`config.mk`:
```
export PLATFORM = sky130hd
export DESIGN_NAME = gcr_regs
export DESIGN_NICKNAME = d
export VERILOG_FILES = /design/src/gcr_pkg.sv /design/src/gcr_regs.sv /design/src/gcr_ref_counter.sv
export SDC_FILE = /design/constraint.sdc
export NUM_CORES = 1
export LEC_CHECK = 0
export ABC_AREA = 1
export BUFFER_PORTS_ARGS = -buffer_cell sky130_fd_sc_hd__buf_2
export CAP_MARGIN = 40
export CORE_ASPECT_RATIO = 0.6
export CORE_MARGIN = 2
export CORE_UTILIZATION = 48
export DETAILED_ROUTE_END_ITERATION = 6
export GPL_TIMING_DRIVEN = 1
export PLACE_DENSITY_LB_ADDON = 0.15
export SLEW_MARGIN = 25
export SYNTH_ARGS = -nofsm -noshare
export SYNTH_HDL_FRONTEND = slang
export SYNTH_SLANG_ARGS = --single-unit
```
`constraint.sdc`:
```
create_clock -name I_CLK -period 1.35 [get_ports I_CLK]
set_input_delay 0.2025 -clock I_CLK [delete_from_list [all_inputs] [get_ports I_CLK]]
set_output_delay 0.2025 -clock I_CLK [all_outputs]
set_load 0.1 [all_outputs]
```
`src/gcr_pkg.sv`:
```
// constants and field layout of the general control register bank
package gcr_pkg;

    localparam int GCR_DATA_W = 32;
    localparam int GCR_ADDR_W = 4;

    // register byte offsets
    localparam logic [GCR_ADDR_W-1:0] GCR_OFS_CONTROL = 4'h0;
    localparam logic [GCR_ADDR_W-1:0] GCR_OFS_STATUS = 4'h4;
    localparam logic [GCR_ADDR_W-1:0] GCR_OFS_JTAG = 4'h8;
    localparam logic [GCR_ADDR_W-1:0] GCR_OFS_REFCNT = 4'hC;

    // general control fields
    localparam int GCR_CTL_PROG_EN_BIT = 0;
    localparam int GCR_CTL_PROT_EN_BIT = 1;
    localparam int GCR_CTL_SOFT_RST_BIT = 2;
    localparam int GCR_CTL_PER_IRQ_EN_BIT = 4;
    localparam int GCR_CTL_FW_REV_LSB = 8;
    localparam int GCR_CTL_FW_REV_MSB = 15;
    localparam int GCR_CTL_TYPE_LSB = 16;
    localparam int GCR_CTL_TYPE_MSB = 23;
    localparam int GCR_CTL_LED_OVR_BIT = 24;
    localparam int GCR_CTL_LED_GREEN_BIT = 25;
    localparam int GCR_CTL_LED_RED_BIT = 26;

    // general status fields
    localparam int GCR_STS_PER_IRQ_BIT = 4;

    // jtag programming port fields
    localparam int GCR_JTG_TRST_BIT = 0;
    localparam int GCR_JTG_TDO_BIT = 1;
    localparam int GCR_JTG_TMS_BIT = 2;
    localparam int GCR_JTG_TCK_BIT = 3;
    localparam int GCR_JTG_TDI_BIT = 4;
    localparam int GCR_JTG_PEND_BIT = 5;

    // reset values
    localparam logic GCR_RST_BIT = 1'b0;
    localparam logic GCR_RST_TRST_N = 1'b0;
    localparam logic [GCR_DATA_W-1:0] GCR_RST_WORD = 32'h0000_0000;

    // field values
    localparam logic [7:0] GCR_FW_REV_DEFAULT = 8'h01;
    // arbitrary neutral board code
    localparam logic [7:0] GCR_BOARD_TYPE_DEFAULT = 8'h5A;

    // periodic interrupt spacing in reference clock cycles (2^21)
    localparam int GCR_PERIODIC_IRQ_CYCLES = 2097152;
    localparam int GCR_PERIOD_CNT_W = 22;

    localparam logic [GCR_DATA_W-1:0] GCR_ONE_WORD = 32'h0000_0001;
    localparam logic [GCR_PERIOD_CNT_W-1:0] GCR_PERIOD_ONE = 22'h00_0001;
    localparam logic [GCR_PERIOD_CNT_W-1:0] GCR_PERIOD_ZERO = 22'h00_0000;

endpackage : gcr_pkg

```
`src/gcr_regs.sv`:
```
// general control register bank: control, status, jtag port, reference counter
//
// Behaviour
// - control bit 0 drives eeprom program enable
// - control bit 1 drives eeprom protect enable
// - soft reset clears receive storage, fifo, flags
// - soft reset spares mode, loopback, enables, eeprom
// - bit 2 write-only, each 1 resets
// - control bit 4 enables periodic interrupt
// - read-only firmware revision field in control
// - bits 23..16 return fixed board type
// - override 0 hardware drives led, else bits
// - led override cleared by any reset
// - bit 25 green, bit 26 red when overridden
// - status bit 4 pending every 2^21 cycles
// - writing one clears pending flag
// - unused upper status and jtag bits read zero
// - jtag word bits drive configuration memory lines
// - free-running 32-bit readable reference counter
// - time stamps taken from same counter
`timescale 1ns/10ps
module gcr_regs
    import gcr_pkg::*;
#(
    parameter int PERIOD_CYCLES = GCR_PERIODIC_IRQ_CYCLES,
    parameter logic [7:0] FIRMWARE_REVISION = GCR_FW_REV_DEFAULT,
    parameter logic [7:0] BOARD_TYPE_CODE = GCR_BOARD_TYPE_DEFAULT
)
(
    input wire logic I_CLK,
    input wire logic I_RSTN,
    input wire logic I_REG_WR,
    input wire logic I_REG_RD,
    input wire logic [GCR_ADDR_W-1:0] I_REG_ADDR,
    input wire logic [GCR_DATA_W-1:0] I_REG_WDATA,
    output logic [GCR_DATA_W-1:0] O_REG_RDATA,
    output logic O_REG_RVALID,
    output logic O_EEPROM_PROGRAM_ENABLE,
    output logic O_EEPROM_PROTECT_ENABLE,
    output logic O_SOFT_RESET,
    output logic O_PERIODIC_IRQ,
    input wire logic I_HW_LED_GREEN,
    input wire logic I_HW_LED_RED,
    output logic O_LED_GREEN,
    output logic O_LED_RED,
    output logic O_CFG_TRST_N,
    output logic O_CFG_TMS,
    output logic O_CFG_TCK,
    output logic O_CFG_TDI,
    input wire logic I_CFG_TDO,
    output logic [GCR_DATA_W-1:0] O_REFERENCE_TICK_COUNT
);

    // one-hot register select
    function automatic logic sel(input logic [GCR_ADDR_W-1:0] addr,
                                 input logic [GCR_ADDR_W-1:0] ofs);
        sel = (addr == ofs);
    endfunction : sel

    logic [GCR_DATA_W-1:0] reference_tick_count;
    logic period_tick;

    // control state
    logic eeprom_program_enable_r;
    logic eeprom_program_enable_nxt;
    logic eeprom_protect_enable_r;
    logic eeprom_protect_enable_nxt;
    logic periodic_irq_enable_r;
    logic periodic_irq_enable_nxt;
    logic led_override_r;
    logic led_override_nxt;
    logic led_green_state_r;
    logic led_green_state_nxt;
    logic led_red_state_r;
    logic led_red_state_nxt;
    logic soft_reset_r;
    logic soft_reset_nxt;

    // status state
    logic periodic_irq_pending_r;
    logic periodic_irq_pending_nxt;

    // jtag port state
    logic jtag_trst_r;
    logic jtag_trst_nxt;
    logic jtag_tms_r;
    logic jtag_tms_nxt;
    logic jtag_tck_r;
    logic jtag_tck_nxt;
    logic jtag_tdi_r;
    logic jtag_tdi_nxt;

    // read path state
    logic [GCR_DATA_W-1:0] rdata_r;
    logic [GCR_DATA_W-1:0] rdata_nxt;
    logic rvalid_r;
    logic rvalid_nxt;

    logic wr_ctl;
    logic wr_sts;
    logic wr_jtg;

    gcr_ref_counter #(
        .PERIOD_CYCLES(PERIOD_CYCLES)
    ) u_ref_counter (
        .i_clk(I_CLK),
        .i_rstn(I_RSTN),
        .o_count(reference_tick_count),
        .o_period_tick(period_tick)
    );

    assign wr_ctl = I_REG_WR && sel(I_REG_ADDR, GCR_OFS_CONTROL);
    assign wr_sts = I_REG_WR && sel(I_REG_ADDR, GCR_OFS_STATUS);
    assign wr_jtg = I_REG_WR && sel(I_REG_ADDR, GCR_OFS_JTAG);

    // control word
    always_comb
    begin
        eeprom_program_enable_nxt = eeprom_program_enable_r;
        eeprom_protect_enable_nxt = eeprom_protect_enable_r;
        periodic_irq_enable_nxt = periodic_irq_enable_r;
        led_override_nxt = led_override_r;
        led_green_state_nxt = led_green_state_r;
        led_red_state_nxt = led_red_state_r;
        soft_reset_nxt = 1'b0;
        if (wr_ctl)
        begin
            eeprom_program_enable_nxt = I_REG_WDATA[GCR_CTL_PROG_EN_BIT];
            eeprom_protect_enable_nxt = I_REG_WDATA[GCR_CTL_PROT_EN_BIT];
            periodic_irq_enable_nxt = I_REG_WDATA[GCR_CTL_PER_IRQ_EN_BIT];
            led_override_nxt = I_REG_WDATA[GCR_CTL_LED_OVR_BIT];
            led_green_state_nxt = I_REG_WDATA[GCR_CTL_LED_GREEN_BIT];
            led_red_state_nxt = I_REG_WDATA[GCR_CTL_LED_RED_BIT];
            soft_reset_nxt = I_REG_WDATA[GCR_CTL_SOFT_RST_BIT];
            // soft reset drops override, keeps eeprom and enable bits
            if (I_REG_WDATA[GCR_CTL_SOFT_RST_BIT])
            begin
                led_override_nxt = 1'b0;
            end
        end
    end

    always_ff @(posedge I_CLK or negedge I_RSTN)
    begin
        if (!I_RSTN)
        begin
            eeprom_program_enable_r <= GCR_RST_BIT;
            eeprom_protect_enable_r <= GCR_RST_BIT;
            periodic_irq_enable_r <= GCR_RST_BIT;
            led_override_r <= GCR_RST_BIT;
            led_green_state_r <= GCR_RST_BIT;
            led_red_state_r <= GCR_RST_BIT;
            soft_reset_r <= GCR_RST_BIT;
        end
        else
        begin
            eeprom_program_enable_r <= eeprom_program_enable_nxt;
            eeprom_protect_enable_r <= eeprom_protect_enable_nxt;
            periodic_irq_enable_r <= periodic_irq_enable_nxt;
            led_override_r <= led_override_nxt;
            led_green_state_r <= led_green_state_nxt;
            led_red_state_r <= led_red_state_nxt;
            soft_reset_r <= soft_reset_nxt;
        end
    end

    // status word: set wins over a simultaneous clear
    always_comb
    begin
        periodic_irq_pending_nxt = periodic_irq_pending_r;
        if (wr_sts && I_REG_WDATA[GCR_STS_PER_IRQ_BIT])
        begin
            periodic_irq_pending_nxt = 1'b0;
        end
        if (period_tick)
        begin
            periodic_irq_pending_nxt = 1'b1;
        end
    end

    always_ff @(posedge I_CLK or negedge I_RSTN)
    begin
        if (!I_RSTN)
        begin
            periodic_irq_pending_r <= GCR_RST_BIT;
        end
        else
        begin
            periodic_irq_pending_r <= periodic_irq_pending_nxt;
        end
    end

    // jtag programming word
    always_comb
    begin
        jtag_trst_nxt = jtag_trst_r;
        jtag_tms_nxt = jtag_tms_r;
        jtag_tck_nxt = jtag_tck_r;
        jtag_tdi_nxt = jtag_tdi_r;
        if (wr_jtg)
        begin
            jtag_trst_nxt = I_REG_WDATA[GCR_JTG_TRST_BIT];
            jtag_tms_nxt = I_REG_WDATA[GCR_JTG_TMS_BIT];
            jtag_tck_nxt = I_REG_WDATA[GCR_JTG_TCK_BIT];
            jtag_tdi_nxt = I_REG_WDATA[GCR_JTG_TDI_BIT];
        end
    end

    always_ff @(posedge I_CLK or negedge I_RSTN)
    begin
        if (!I_RSTN)
        begin
            jtag_trst_r <= GCR_RST_TRST_N;
            jtag_tms_r <= GCR_RST_BIT;
            jtag_tck_r <= GCR_RST_BIT;
            jtag_tdi_r <= GCR_RST_BIT;
        end
        else
        begin
            jtag_trst_r <= jtag_trst_nxt;
            jtag_tms_r <= jtag_tms_nxt;
            jtag_tck_r <= jtag_tck_nxt;
            jtag_tdi_r <= jtag_tdi_nxt;
        end
    end

    // read path, data one cycle after the strobe
    always_comb
    begin
        rdata_nxt = rdata_r;
        rvalid_nxt = I_REG_RD;
        if (I_REG_RD)
        begin
            rdata_nxt = GCR_RST_WORD;
            unique case (I_REG_ADDR)
                GCR_OFS_CONTROL:
                begin
                    rdata_nxt[GCR_CTL_PROG_EN_BIT] = eeprom_program_enable_r;
                    rdata_nxt[GCR_CTL_PROT_EN_BIT] = eeprom_protect_enable_r;
                    rdata_nxt[GCR_CTL_PER_IRQ_EN_BIT] = periodic_irq_enable_r;
                    rdata_nxt[GCR_CTL_FW_REV_MSB:GCR_CTL_FW_REV_LSB] =
                        FIRMWARE_REVISION;
                    rdata_nxt[GCR_CTL_TYPE_MSB:GCR_CTL_TYPE_LSB] =
                        BOARD_TYPE_CODE;
                    rdata_nxt[GCR_CTL_LED_OVR_BIT] = led_override_r;
                    rdata_nxt[GCR_CTL_LED_GREEN_BIT] = led_green_state_r;
                    rdata_nxt[GCR_CTL_LED_RED_BIT] = led_red_state_r;
                end
                GCR_OFS_STATUS:
                begin
                    rdata_nxt[GCR_STS_PER_IRQ_BIT] = periodic_irq_pending_r;
                end
                GCR_OFS_JTAG:
                begin
                    rdata_nxt[GCR_JTG_TRST_BIT] = jtag_trst_r;
                    rdata_nxt[GCR_JTG_TDO_BIT] = I_CFG_TDO;
                    rdata_nxt[GCR_JTG_TCK_BIT] = jtag_tck_r;
                    rdata_nxt[GCR_JTG_TDI_BIT] = jtag_tdi_r;
                    rdata_nxt[GCR_JTG_PEND_BIT] = periodic_irq_pending_r;
                end
                GCR_OFS_REFCNT:
                begin
                    rdata_nxt = reference_tick_count;
                end
                default:
                begin
                    rdata_nxt = GCR_RST_WORD;
                end
            endcase
        end
    end

    always_ff @(posedge I_CLK or negedge I_RSTN)
    begin
        if (!I_RSTN)
        begin
            rdata_r <= GCR_RST_WORD;
            rvalid_r <= GCR_RST_BIT;
        end
        else
        begin
            rdata_r <= rdata_nxt;
            rvalid_r <= rvalid_nxt;
        end
    end

    assign O_REG_RDATA = rdata_r;
    assign O_REG_RVALID = rvalid_r;
    assign O_EEPROM_PROGRAM_ENABLE = eeprom_program_enable_r;
    assign O_EEPROM_PROTECT_ENABLE = eeprom_protect_enable_r;
    // receive channel clears storage, fifo, load, flags, fsms
    assign O_SOFT_RESET = soft_reset_r;
    assign O_PERIODIC_IRQ = periodic_irq_pending_r && periodic_irq_enable_r;
    assign O_LED_GREEN = led_override_r ? led_green_state_r : I_HW_LED_GREEN;
    assign O_LED_RED = led_override_r ? led_red_state_r : I_HW_LED_RED;
    assign O_CFG_TRST_N = jtag_trst_r;
    assign O_CFG_TMS = jtag_tms_r;
    assign O_CFG_TCK = jtag_tck_r;
    assign O_CFG_TDI = jtag_tdi_r;
    // time stamp source for the receive channel
    assign O_REFERENCE_TICK_COUNT = reference_tick_count;

endmodule : gcr_regs

```
`src/gcr_ref_counter.sv`:
```
// free-running reference tick counter with periodic tick generator
`timescale 1ns/10ps
module gcr_ref_counter
    import gcr_pkg::*;
#(
    parameter int PERIOD_CYCLES = GCR_PERIODIC_IRQ_CYCLES
)
(
    input wire logic i_clk,
    input wire logic i_rstn,
    output logic [GCR_DATA_W-1:0] o_count,
    output logic o_period_tick
);

    logic [GCR_DATA_W-1:0] count_r;
    logic [GCR_DATA_W-1:0] count_nxt;
    logic [GCR_PERIOD_CNT_W-1:0] period_r;
    logic [GCR_PERIOD_CNT_W-1:0] period_nxt;
    logic tick_r;
    logic tick_nxt;

    localparam logic [GCR_PERIOD_CNT_W-1:0] PERIOD_LAST =
        GCR_PERIOD_CNT_W'(PERIOD_CYCLES - 1);

    always_comb
    begin
        count_nxt = count_r + GCR_ONE_WORD;
        tick_nxt = 1'b0;
        if (period_r == PERIOD_LAST)
        begin
            period_nxt = GCR_PERIOD_ZERO;
            tick_nxt = 1'b1;
        end
        else
        begin
            period_nxt = period_r + GCR_PERIOD_ONE;
        end
    end

    always_ff @(posedge i_clk or negedge i_rstn)
    begin
        if (!i_rstn)
        begin
            count_r <= GCR_RST_WORD;
            period_r <= GCR_PERIOD_ZERO;
            tick_r <= GCR_RST_BIT;
        end
        else
        begin
            count_r <= count_nxt;
            period_r <= period_nxt;
            tick_r <= tick_nxt;
        end
    end

    assign o_count = count_r;
    assign o_period_tick = tick_r;

endmodule : gcr_ref_counter

```
==> results of run 1 <==
## flip-flops by register name (all words and copies together) (netlist names)
register / cells
O_CFG_TMS: 1
u_ref_counter.o_period_tick: 1
O_EEPROM_PROGRAM_ENABLE: 1
O_CFG_TDI: 1
u_ref_counter.o_count: 32
periodic_irq_enable_r: 1
led_red_state_r: 1
O_EEPROM_PROTECT_ENABLE: 1
periodic_irq_pending_r: 1
led_override_r: 1
led_green_state_r: 1
O_CFG_TRST_N: 1
O_REG_RDATA: 32
O_SOFT_RESET: 1
O_REG_RVALID: 1
O_CFG_TCK: 1
u_ref_counter.period_r: 22
## Yosys cell counts
cell      number
nand2_1      200
dfrtp_1      100
nor2_1        73
inv_1         46
o21ai_0       25
nand3_1       24
xor2_1        19
xnor2_1       12
nand2_2       10
a21oi_1        9
nand3b_1       8
nor2_2         8
nor2_4         8
clkbuf_1       7
nand4_1        4
o21ai_1        4
inv_2          3
nand2_4        3
nor2_8         3
nor3_1         3
o21bai_1       3
o22ai_1        3
a31oi_1        2
ha_1           2
and2_1         1
buf_2          1
clkinv_1       1
clkinv_4       1
nand3_2        1
nand3_4        1
o211ai_1       1
o31ai_1        1
xnor2_2        1
## routing by layer
metal  routed length (µm)  up-vias  GRT usage (%)  share of wire [%]
met5                    0        -              0                  0
met3                 1010       42           5.68                6.9
met4                  310        0           7.89                2.1
met2                 6480      197           42.2                 44
met1                 6840     2242           38.4                 47
li1                     -     2157              -                  -
## timing repair
item	CTS	global route
gates cloned	1	0
endpoints found under the setup margin	45	67
hold buffers	1	0
gates resized for setup	38	62
endpoints found under the hold margin	16	0
pin swaps	6	11
setup buffers	10	15
## worst max-delay path, cell delays in order, from the launching register on
cell     delay, ps
dfrtp_4        460
ha_4           160
inv_4           40
nor2_4         170
nand2_2        120
nor2_4         150
nand2_2         90
xnor2_2        130
## cell families (layout without fill, tap and decap cells)
family                   after synthesis  in the layout  synth area share, %
flip-flops                           100            100                 51.3
adder cells (fa/ha/maj)                2              2                0.513
buffers and inverters                 59            225                 4.67
XOR/XNOR                              32             32                 5.90
AND/OR/NAND/NOR                      347            347                 32.3
AO/OA/AOI/OAI                         48             48                 5.31
## area by class of cell
cell class | instances | area, µm² | area share, %
flip-flops and latches | 100 | 2610 | 35.8
repair inverters | 1 | 5.00 | 0.0686
multi-input cells | 429 | 2370 | 32.4
repair buffers | 157 | 1660 | 22.7
clock inverters | 3 | 21.3 | 0.291
clock buffers | 13 | 270 | 3.70
inverters | 51 | 199 | 2.73
well taps | 135 | 169 | 2.31
## per-stage QoR
step / setup WS, ps / setup TNS, ps / utilization, % / cell area (µm²)
global route: -123 / -2760 / 73.9 / 7300
detailed placement: -26.7 / -136 / 66.0 / 6520
floorplan: -176 / -2480 / - / 5010
global placement: 23.2 / 0 / 66.0 / 6520
CTS: -40.9 / -382 / 70.8 / 6990
finish: -71.7 / -703 / 73.9 / 7300
## power by group
part | switching [mW] | internal (mW)
Clock | 1.14 | 1.40
Sequential | 0.0700 | 3.09
Combinational | 0.945 | 0.313
## how the worst max path moves through the flow
stage / from / to / cells after the start
detailed placement: u_ref_counter.period_r[6] / u_ref_counter.period_r[19] / 7
global route: u_ref_counter.period_r[0] / u_ref_counter.period_r[5] / 8
CTS: led_override_r / O_LED_RED / 4
global placement: u_ref_counter.o_count[2] / u_ref_counter.o_count[17] / 6
floorplan: u_ref_counter.o_count[1] / u_ref_counter.o_count[22] / 7
finish: u_ref_counter.o_count[1] / u_ref_counter.o_count[22] / 7
==> results.toml, run 1 <==
[logic_synthesis]
ys_warn_count = 0
netlist.area_leader.share_pct = 51.3
postSynthRegisterBits = 100
synth_top_area_cell = "dfrtp_1"
post_synthesis_cell_area_um2 = 4880
synth_sequential_area_ratio_pct = 51.3
synthDistinctLibCells = 33
synthTopCellsByArea = "dfrtp_1, nand2_1, nor2_1, inv_1, xor2_1"
syn_area_per_cell_um2 = 8.29
synth.net_count = 633
synthesis.instances = 588

[floorplanning]
placement_row_count = 28
pin_count = 118
fp.dieArea_um2 = 11000
floorplan.core_area_um2 = 9880
die-width_um = 134
initial_utilization_pct = 49.4
floorplan.die.height_um = 82.1

[drt]
route.detailed.wl_per_inst_um = 16.5
drt_first_pass_iters = 6
drt-initial-drc-count = 405
num_vias = 4638
finalWirelength_um = 14600
routed_via_density = 5.22
drc = 0
drt.antenna.violating_nets = 0

[cells_and_area]
n_antenna_cell = 0
final.fill_count = 730
stdcell_count = 889
leading_cell_types_in_the_layout_fill_and_taps_excluded = "nand2_1, dfrtp_1, buf_4, inv_1, nor2_1"
drive_above_1_share_pct = 39.0
design.final.nets = 794
mostFrequentLayoutCell = "nand2_1"
syn2layout_area_growth_pct = 49.6

[sta]
final.period_utilization_pct = 105
timing.clock.skew_ps = 7.50
achievable-frequency_mhz = 703
timing.final.hold_violations = 0
finalSetupViolCount = 25
tightestPinTransition_ps = 511
final.hold.worst_slack_ps = 70.6
timing.final.max_slew_violations = 0
worst_slack_ps = -71.7
max-slew-margin-rel_pct = 66.2
setup_repair_after_global_routing_missed_its_margin = "true"
timing.final.crit_period_ps = 1420

[global_route]
gr-total-overflow = 0
grt_first_pass_wirelength_um = 22600
groute.usage.overall_pct = 27.0
grt_start_max_net_pins = 51
first_global_vias = 4468
antenna_found_initial = 0

[worst_hold_path]
worstHoldPathType = "in2reg"
timing.hold.worst_endpoint = "O_EEPROM_PROTECT_ENABLE"
hold_start = "I_REG_WDATA[1]"
whs_path_depth = 3

[place]
port_buffers = 93
detailed_place_hpwl_um = 10300
place.detailed.instances = 851
gp_congestion = 0.925

[power_and_ir_drop]
power_per_cell_area_nw_per_um2 = 954
total_power_mw = 6.96
vdd_ir_drop_max_v = 0.000850
leakagePower_nw = 3.40

[clocking]
numClockSinks = 100
ctsLongestPathBuffers = 2
cts.htree.levels = 3
cts-buffers-inserted = 9
worstSkewPairLatency_ps = 350
worst_setup_hold_path_clk_slew_ps = 70
clock_tree.root_cell = "clkbuf_16"
tritoncts = "done"

[critical_path]
rr_worst_depth = 7
crit_path_end_kind = "flop"
rrSetupSlack_ps = -70
worst_setup_path_start_kind = "flop"
path_max_fanout = 5
timing_worst_setup_path_type = "reg2reg"
worstPathRequired_ps = 1580
critPathArrivalTime_ps = 1650
critical_path.reg2reg.endpoint = "u_ref_counter.o_count[22]"
r2r-start = "u_ref_counter.o_count[1]"

[run_status]
outcome = "complete, but fails checks"
failed_checks = "negative setup slack"

[flow_run]
max_cap_viol_count = 0
(Power assumes the default switching activity.)
==> run 2, diff against run 1 <==
--- a/config.mk
+++ b/config.mk
@@ -14,6 +14,7 @@
 export DETAILED_ROUTE_END_ITERATION = 6
 export GPL_TIMING_DRIVEN = 1
 export PLACE_DENSITY_LB_ADDON = 0.15
+export REMOVE_ABC_BUFFERS = 1
 export SLEW_MARGIN = 25
 export SYNTH_ARGS = -nofsm -noshare
 export SYNTH_HDL_FRONTEND = slang
==> run 2 against run 1 <==
  * The run still ends with negative setup slack left
  * Die area stayed put
  * Highest routed layer unchanged
  * Critical path depth unchanged
  * Via count is 2.4% lower
  * Flip-flop and latch count stayed put
==> results.toml, run 2 (same netlist as run 1, synthesis figures left out) <==
[place]
port_buffers = 93
detailed_place_hpwl_um = 10200
place.detailed.instances = 869
gp_congestion = 0.896

[drt]
drt_first_pass_iters = 4
routed_via_density = 5.04
drt-initial-drc-count = 324
drt.antenna.violating_nets = 0
finalWirelength_um = 13700
num_vias = 4527
drc = 0
route.detailed.wl_per_inst_um = 15.3

[cells_and_area]
leading_cell_types_in_the_layout_fill_and_taps_excluded = "nand2_1, dfrtp_1, buf_4, nor2_1, inv_1"
stdcell_count = 898
n_antenna_cell = 0
syn2layout_area_growth_pct = 47.2
mostFrequentLayoutCell = "nand2_1"
design.final.nets = 803
drive_above_1_share_pct = 35.0
postLayoutCoreUtil_pct = 72.7
final.fill_count = 780

[critical_path]
timing_worst_setup_path_type = "reg2reg"
path_max_fanout = 5
worst_setup_path_start_kind = "flop"
critPathArrivalTime_ps = 1630
crit_path_end_kind = "flop"
worstPathRequired_ps = 1580

[global_route]
first_global_vias = 4314
grt_start_max_net_pins = 29
groute.usage.overall_pct = 26.2
gr-total-overflow = 0
antenna_found_initial = 0
grt_first_pass_wirelength_um = 22000

[sta]
timing.final.crit_period_ps = 1400
finalSetupViolCount = 15
timing.clock.skew_ps = 4.54
max-slew-margin-rel_pct = 67.3
worst_slack_ps = -53.5
final.period_utilization_pct = 104
achievable-frequency_mhz = 713
final.setup.tns_ps = -425
tightestPinTransition_ps = 494
timing.final.max_slew_violations = 0
setup_repair_after_global_routing_missed_its_margin = "true"
final.hold.worst_slack_ps = 78.9
timing.final.hold_violations = 0

[floorplanning]
initial_utilization_pct = 49.4
fp.dieArea_um2 = 11000
floorplan.core_area_um2 = 9880
floorplan.die.height_um = 82.1
die-width_um = 134
placement_row_count = 28
pin_count = 118

[clocking]
cts.htree.levels = 3
clock_tree.root_cell = "clkbuf_16"
worstSkewPairLatency_ps = 350
ctsLongestPathBuffers = 2
cts-buffers-inserted = 9
tritoncts = "done"
numClockSinks = 100
worst_setup_hold_path_clk_slew_ps = 60

[power_and_ir_drop]
leakagePower_nw = 3.50
vdd_ir_drop_max_v = 0.000783
total_power_mw = 6.80
power_per_cell_area_nw_per_um2 = 947

[worst_hold_path]
worstHoldPathType = "in2reg"

[run_status]
outcome = "complete, but fails checks"
failed_checks = "negative setup slack"

[flow_run]
max_cap_viol_count = 0
run 2: cell types whose count changed in the layout (fill, tap and decap cells not counted), moves of 4 or more:
cell and delta:
buf_6 -11, buf_4 +16, nor2_4 -4, dfrtp_4 -26, dfrtp_1 +28, buf_12 +4
run 2: final timing paths:
path	slack (ps)	to	depth (start not counted)	start
min in group asynchronous	360	O_REG_RDATA[6]	2	I_RSTN
worst max register to register	-50	u_ref_counter.o_count[6]	7	u_ref_counter.o_count[1]
worst max-delay path	-50	u_ref_counter.o_count[6]	7	u_ref_counter.o_count[1]
max in group asynchronous	470	u_ref_counter.o_count[18]	3	I_RSTN
worst min-delay path	80	O_EEPROM_PROTECT_ENABLE	3	I_REG_WDATA[1]
worst min register to register	480	periodic_irq_pending_r	1	u_ref_counter.o_period_tick
run 2: area by class of cell:
type | count | area, µm² | area share (%)
Clock buffer | 13 | 250 | 3.49
Clock inverter | 3 | 21.3 | 0.296
Inverter | 51 | 196 | 2.74
Multi-Input combinational cell | 429 | 2290 | 32.0
Sequential cell | 100 | 2510 | 35.0
Tap cell | 135 | 169 | 2.35
Timing Repair Buffer | 166 | 1730 | 24.1
Timing Repair inverter | 1 | 5.00 | 0.0697
run 2: timing repair:
item | CTS | global route
pin swaps | 5 | 12
endpoints found under the setup margin | 24 | 56
hold buffers | 1 | 0
setup buffers | 3 | 8
gates cloned | 0 | 1
endpoints found under the hold margin | 25 | 0
gates resized for setup | 17 | 70
run 2: through the flow:
stage	instance area (µm²)	setup WS [ps]
after floorplan	4850	-1350
after global placement	6580	5.27
after detailed placement	6580	-79.5
after CTS	6920	-15.0
after global routing	7180	-117
final	7180	-53.5
run 2: layer usage:
metal	GRT usage [%]	share of wire [%]	vias to the layer above
met1	39.2	50	2201
met2	39.3	44	138
met3	5.62	6.0	9
met4	5.26	0.71	0
met5	0	0	-
li1	-	-	2179
run 2: power by group:
part / internal [mW] / switching, mW / leakage, nW
clock network: 1.31 / 1.10 / 0.130
logic: 0.293 / 0.930 / 2.04
registers: 3.09 / 0.0730 / 1.33
run 2: critical path: stages (launching register included):
cell and delay (ps):
dfrtp_1 370, ha_2 200, inv_2 50, nor2_4 170, nand2_2 100, buf_4 140
buf_4 130, xnor2_1 120
==> run 3, diff against run 2 <==
--- a/config.mk
+++ b/config.mk
@@ -8,7 +8,7 @@
 export ABC_AREA = 1
 export BUFFER_PORTS_ARGS = -buffer_cell sky130_fd_sc_hd__buf_2
 export CAP_MARGIN = 40
-export CORE_ASPECT_RATIO = 0.6
+export CORE_ASPECT_RATIO = 0.75
 export CORE_MARGIN = 2
 export CORE_UTILIZATION = 48
 export DETAILED_ROUTE_END_ITERATION = 6
==> run 3 against run 2 <==
  * The flow still finishes with violations (negative setup slack)
  * Maximum frequency decreased by 2.4%
  * Clock-buffer cell count decreased by 1
  * Die area decreased by 0.17%
  * Cell count decreased by 0.33%
  * Sequential power about the same
  * Sequential share of layout area decreased by 0.090 points
  * Critical endpoint is now O_LED_RED
  * Highest routed layer unchanged
==> results.toml, run 3 (same netlist as run 1, synthesis figures left out) <==
[clocking]
cts-buffers-inserted = 9
clock_tree.root_cell = "clkbuf_16"
tritoncts = "done"
cts.htree.levels = 3
worstSkewPairLatency_ps = 350
numClockSinks = 100
ctsLongestPathBuffers = 2
worst_setup_hold_path_clk_slew_ps = 60

[floorplanning]
floorplan.die.height_um = 91.3
placement_row_count = 31
floorplan.core_area_um2 = 9770
pin_count = 118
fp.dieArea_um2 = 11000
initial_utilization_pct = 49.9
die-width_um = 120

[drt]
top_layer = "met4"
drt_first_pass_iters = 5
routed-wl-met2_um = 6560
finalWirelength_um = 13200
drt-initial-drc-count = 201
num_vias = 4407
route.detailed.wl_per_inst_um = 14.7
drt.antenna.violating_nets = 0
wirelength_met1_um = 5760
routed_via_density = 4.92
met3_length_um = 567
drc = 0

[cells_and_area]
final.fill_count = 673
register_area_um2 = 2510
multi_input_gate_area_um2 = 2310
design.final.nets = 803
drive_above_1_share_pct = 33.8
layout.cell_area.non_filler_um2 = 7190
leading_cell_types_in_the_layout_fill_and_taps_excluded = "nand2_1, dfrtp_1, buf_4, nor2_1, inv_1"
n_antenna_cell = 0
mostFrequentLayoutCell = "nand2_1"
syn2layout_area_growth_pct = 47.5

[power_and_ir_drop]
power_per_cell_area_nw_per_um2 = 997
vdd_ir_drop_max_v = 0.000917
leakagePower_nw = 3.53

[global_route]
first_global_vias = 4301
grt_start_max_net_pins = 61
antenna_found_initial = 0
gr-total-overflow = 0
groute.usage.overall_pct = 24.6
grt_first_pass_wirelength_um = 21300

[sta]
setup_repair_after_global_routing_missed_its_margin = "true"
max-slew-margin-rel_pct = 67.0
achievable-frequency_mhz = 695
timing.final.crit_period_ps = 1440
timing.final.max_slew_violations = 0
finalSetupViolCount = 23
final.hold.worst_slack_ps = 70.4
tightestPinTransition_ps = 498
worst_slack_ps = -88.2
timing.final.hold_violations = 0
final.period_utilization_pct = 107
timing.clock.skew_ps = 4.50

[critical_path]
worstPathCellList = "inv_4 > nand2_2 > o21ai_2 > buf_12"
cp.depth = 4
worst_setup_path_start_kind = "flop"
critPathArrivalTime_ps = 1240
rr_worst_depth = 7
timing.critical_path.slowest_cell_delay_ps = 410
crit_path_top_delay_cell = "dfrtp_1"
crit_path_end_kind = "output port"
worst_path_dominant_cell_family = "flip-flops"
cp.buffers_inverters = 2
path_max_fanout = 6
timing_worst_setup_path_type = "reg2out"
worstPathRequired_ps = 1150

[flow_run]
max_cap_viol_count = 0

[place]
gp_congestion = 0.893
place_area_um2 = 6430
dp_slack_ps = -43.3
detailed_place_hpwl_um = 9110
port_buffers = 93

[worst_hold_path]
whs_path_depth = 3
worstHoldPathType = "in2reg"

[run_status]
outcome = "complete, but fails checks"
failed_checks = "negative setup slack"
## run 3: worst paths after layout
| path | endpoint | slack (ps) | start |
|---|---|---|---|
| max | O_LED_RED | -90 | led_override_r |
| min | led_red_state_r | 70 | I_REG_WDATA[26] |
| max reg2reg | u_ref_counter.o_count[22] | -50 | u_ref_counter.o_count[0] |
| min reg2reg | periodic_irq_pending_r | 450 | u_ref_counter.o_period_tick |
| max in group asynchronous | u_ref_counter.o_count[20] | 630 | I_RSTN |
| min in group asynchronous | O_REG_RVALID | 190 | I_RSTN |
## run 3: where the power goes
| group | switching, mW | internal [mW] | leakage [nW] | total (mW) |
|---|---|---|---|---|
| Sequential | 0.0723 | 3.09 | 1.33 | 3.17 |
| Clock | 1.09 | 1.67 | 0.153 | 2.76 |
| Combinational | 0.941 | 0.303 | 2.05 | 1.24 |
| Total | 2.11 | 5.07 | 3.53 | 7.18 |
## run 3: area by class of cell
class / instances / area share, %
inverters: 51 / 2.80
repair inverters: 1 / 0.0696
repair buffers: 166 / 23.4
clock inverters: 4 / 1.01
multi-input cells: 429 / 32.2
clock buffers: 12 / 3.43
flip-flops and latches: 100 / 34.9
well taps: 132 / 2.30
## run 3: stage by stage
stage / total power [mW] / instances / TNS (ps) / utilization (%)
6_report: 7.18 / 895 / -746 / 73.6
5_1_grt: 7.43 / 895 / -3150 / 73.6
2_1_floorplan: 3.97 / 580 / -19970 / -
4_1_cts: 7.18 / 880 / -141 / 70.1
3_5_place_dp: 4.35 / 858 / -57.4 / 65.8
3_3_place_gp: 4.32 / 858 / -20.2 / 65.8
## run 3: worst reg2reg max path, cell delays in order, from the launching register on
cell and delay (ps):
dfrtp_1 410, ha_4 170, inv_4 40, nor2_4 190, nand2_2 110, nor2_4 140, nand2_2 90, xnor2_2 130
## run 3: layer usage
layer | track usage (%) | vias up
li1 | - | 2177
met1 | 32.5 | 2100
met2 | 40.7 | 107
met3 | 5.09 | 23
met4 | 7.85 | 0
met5 | 0 | -
## run 3: timing repair
action,in CTS,in global routing
pin swaps,8,18
buffers inserted,4,15
hold buffers,1,0
endpoints found under the hold margin,100,0
setup endpoints to repair,28,65
cloned,1,0
resized for setup,26,72
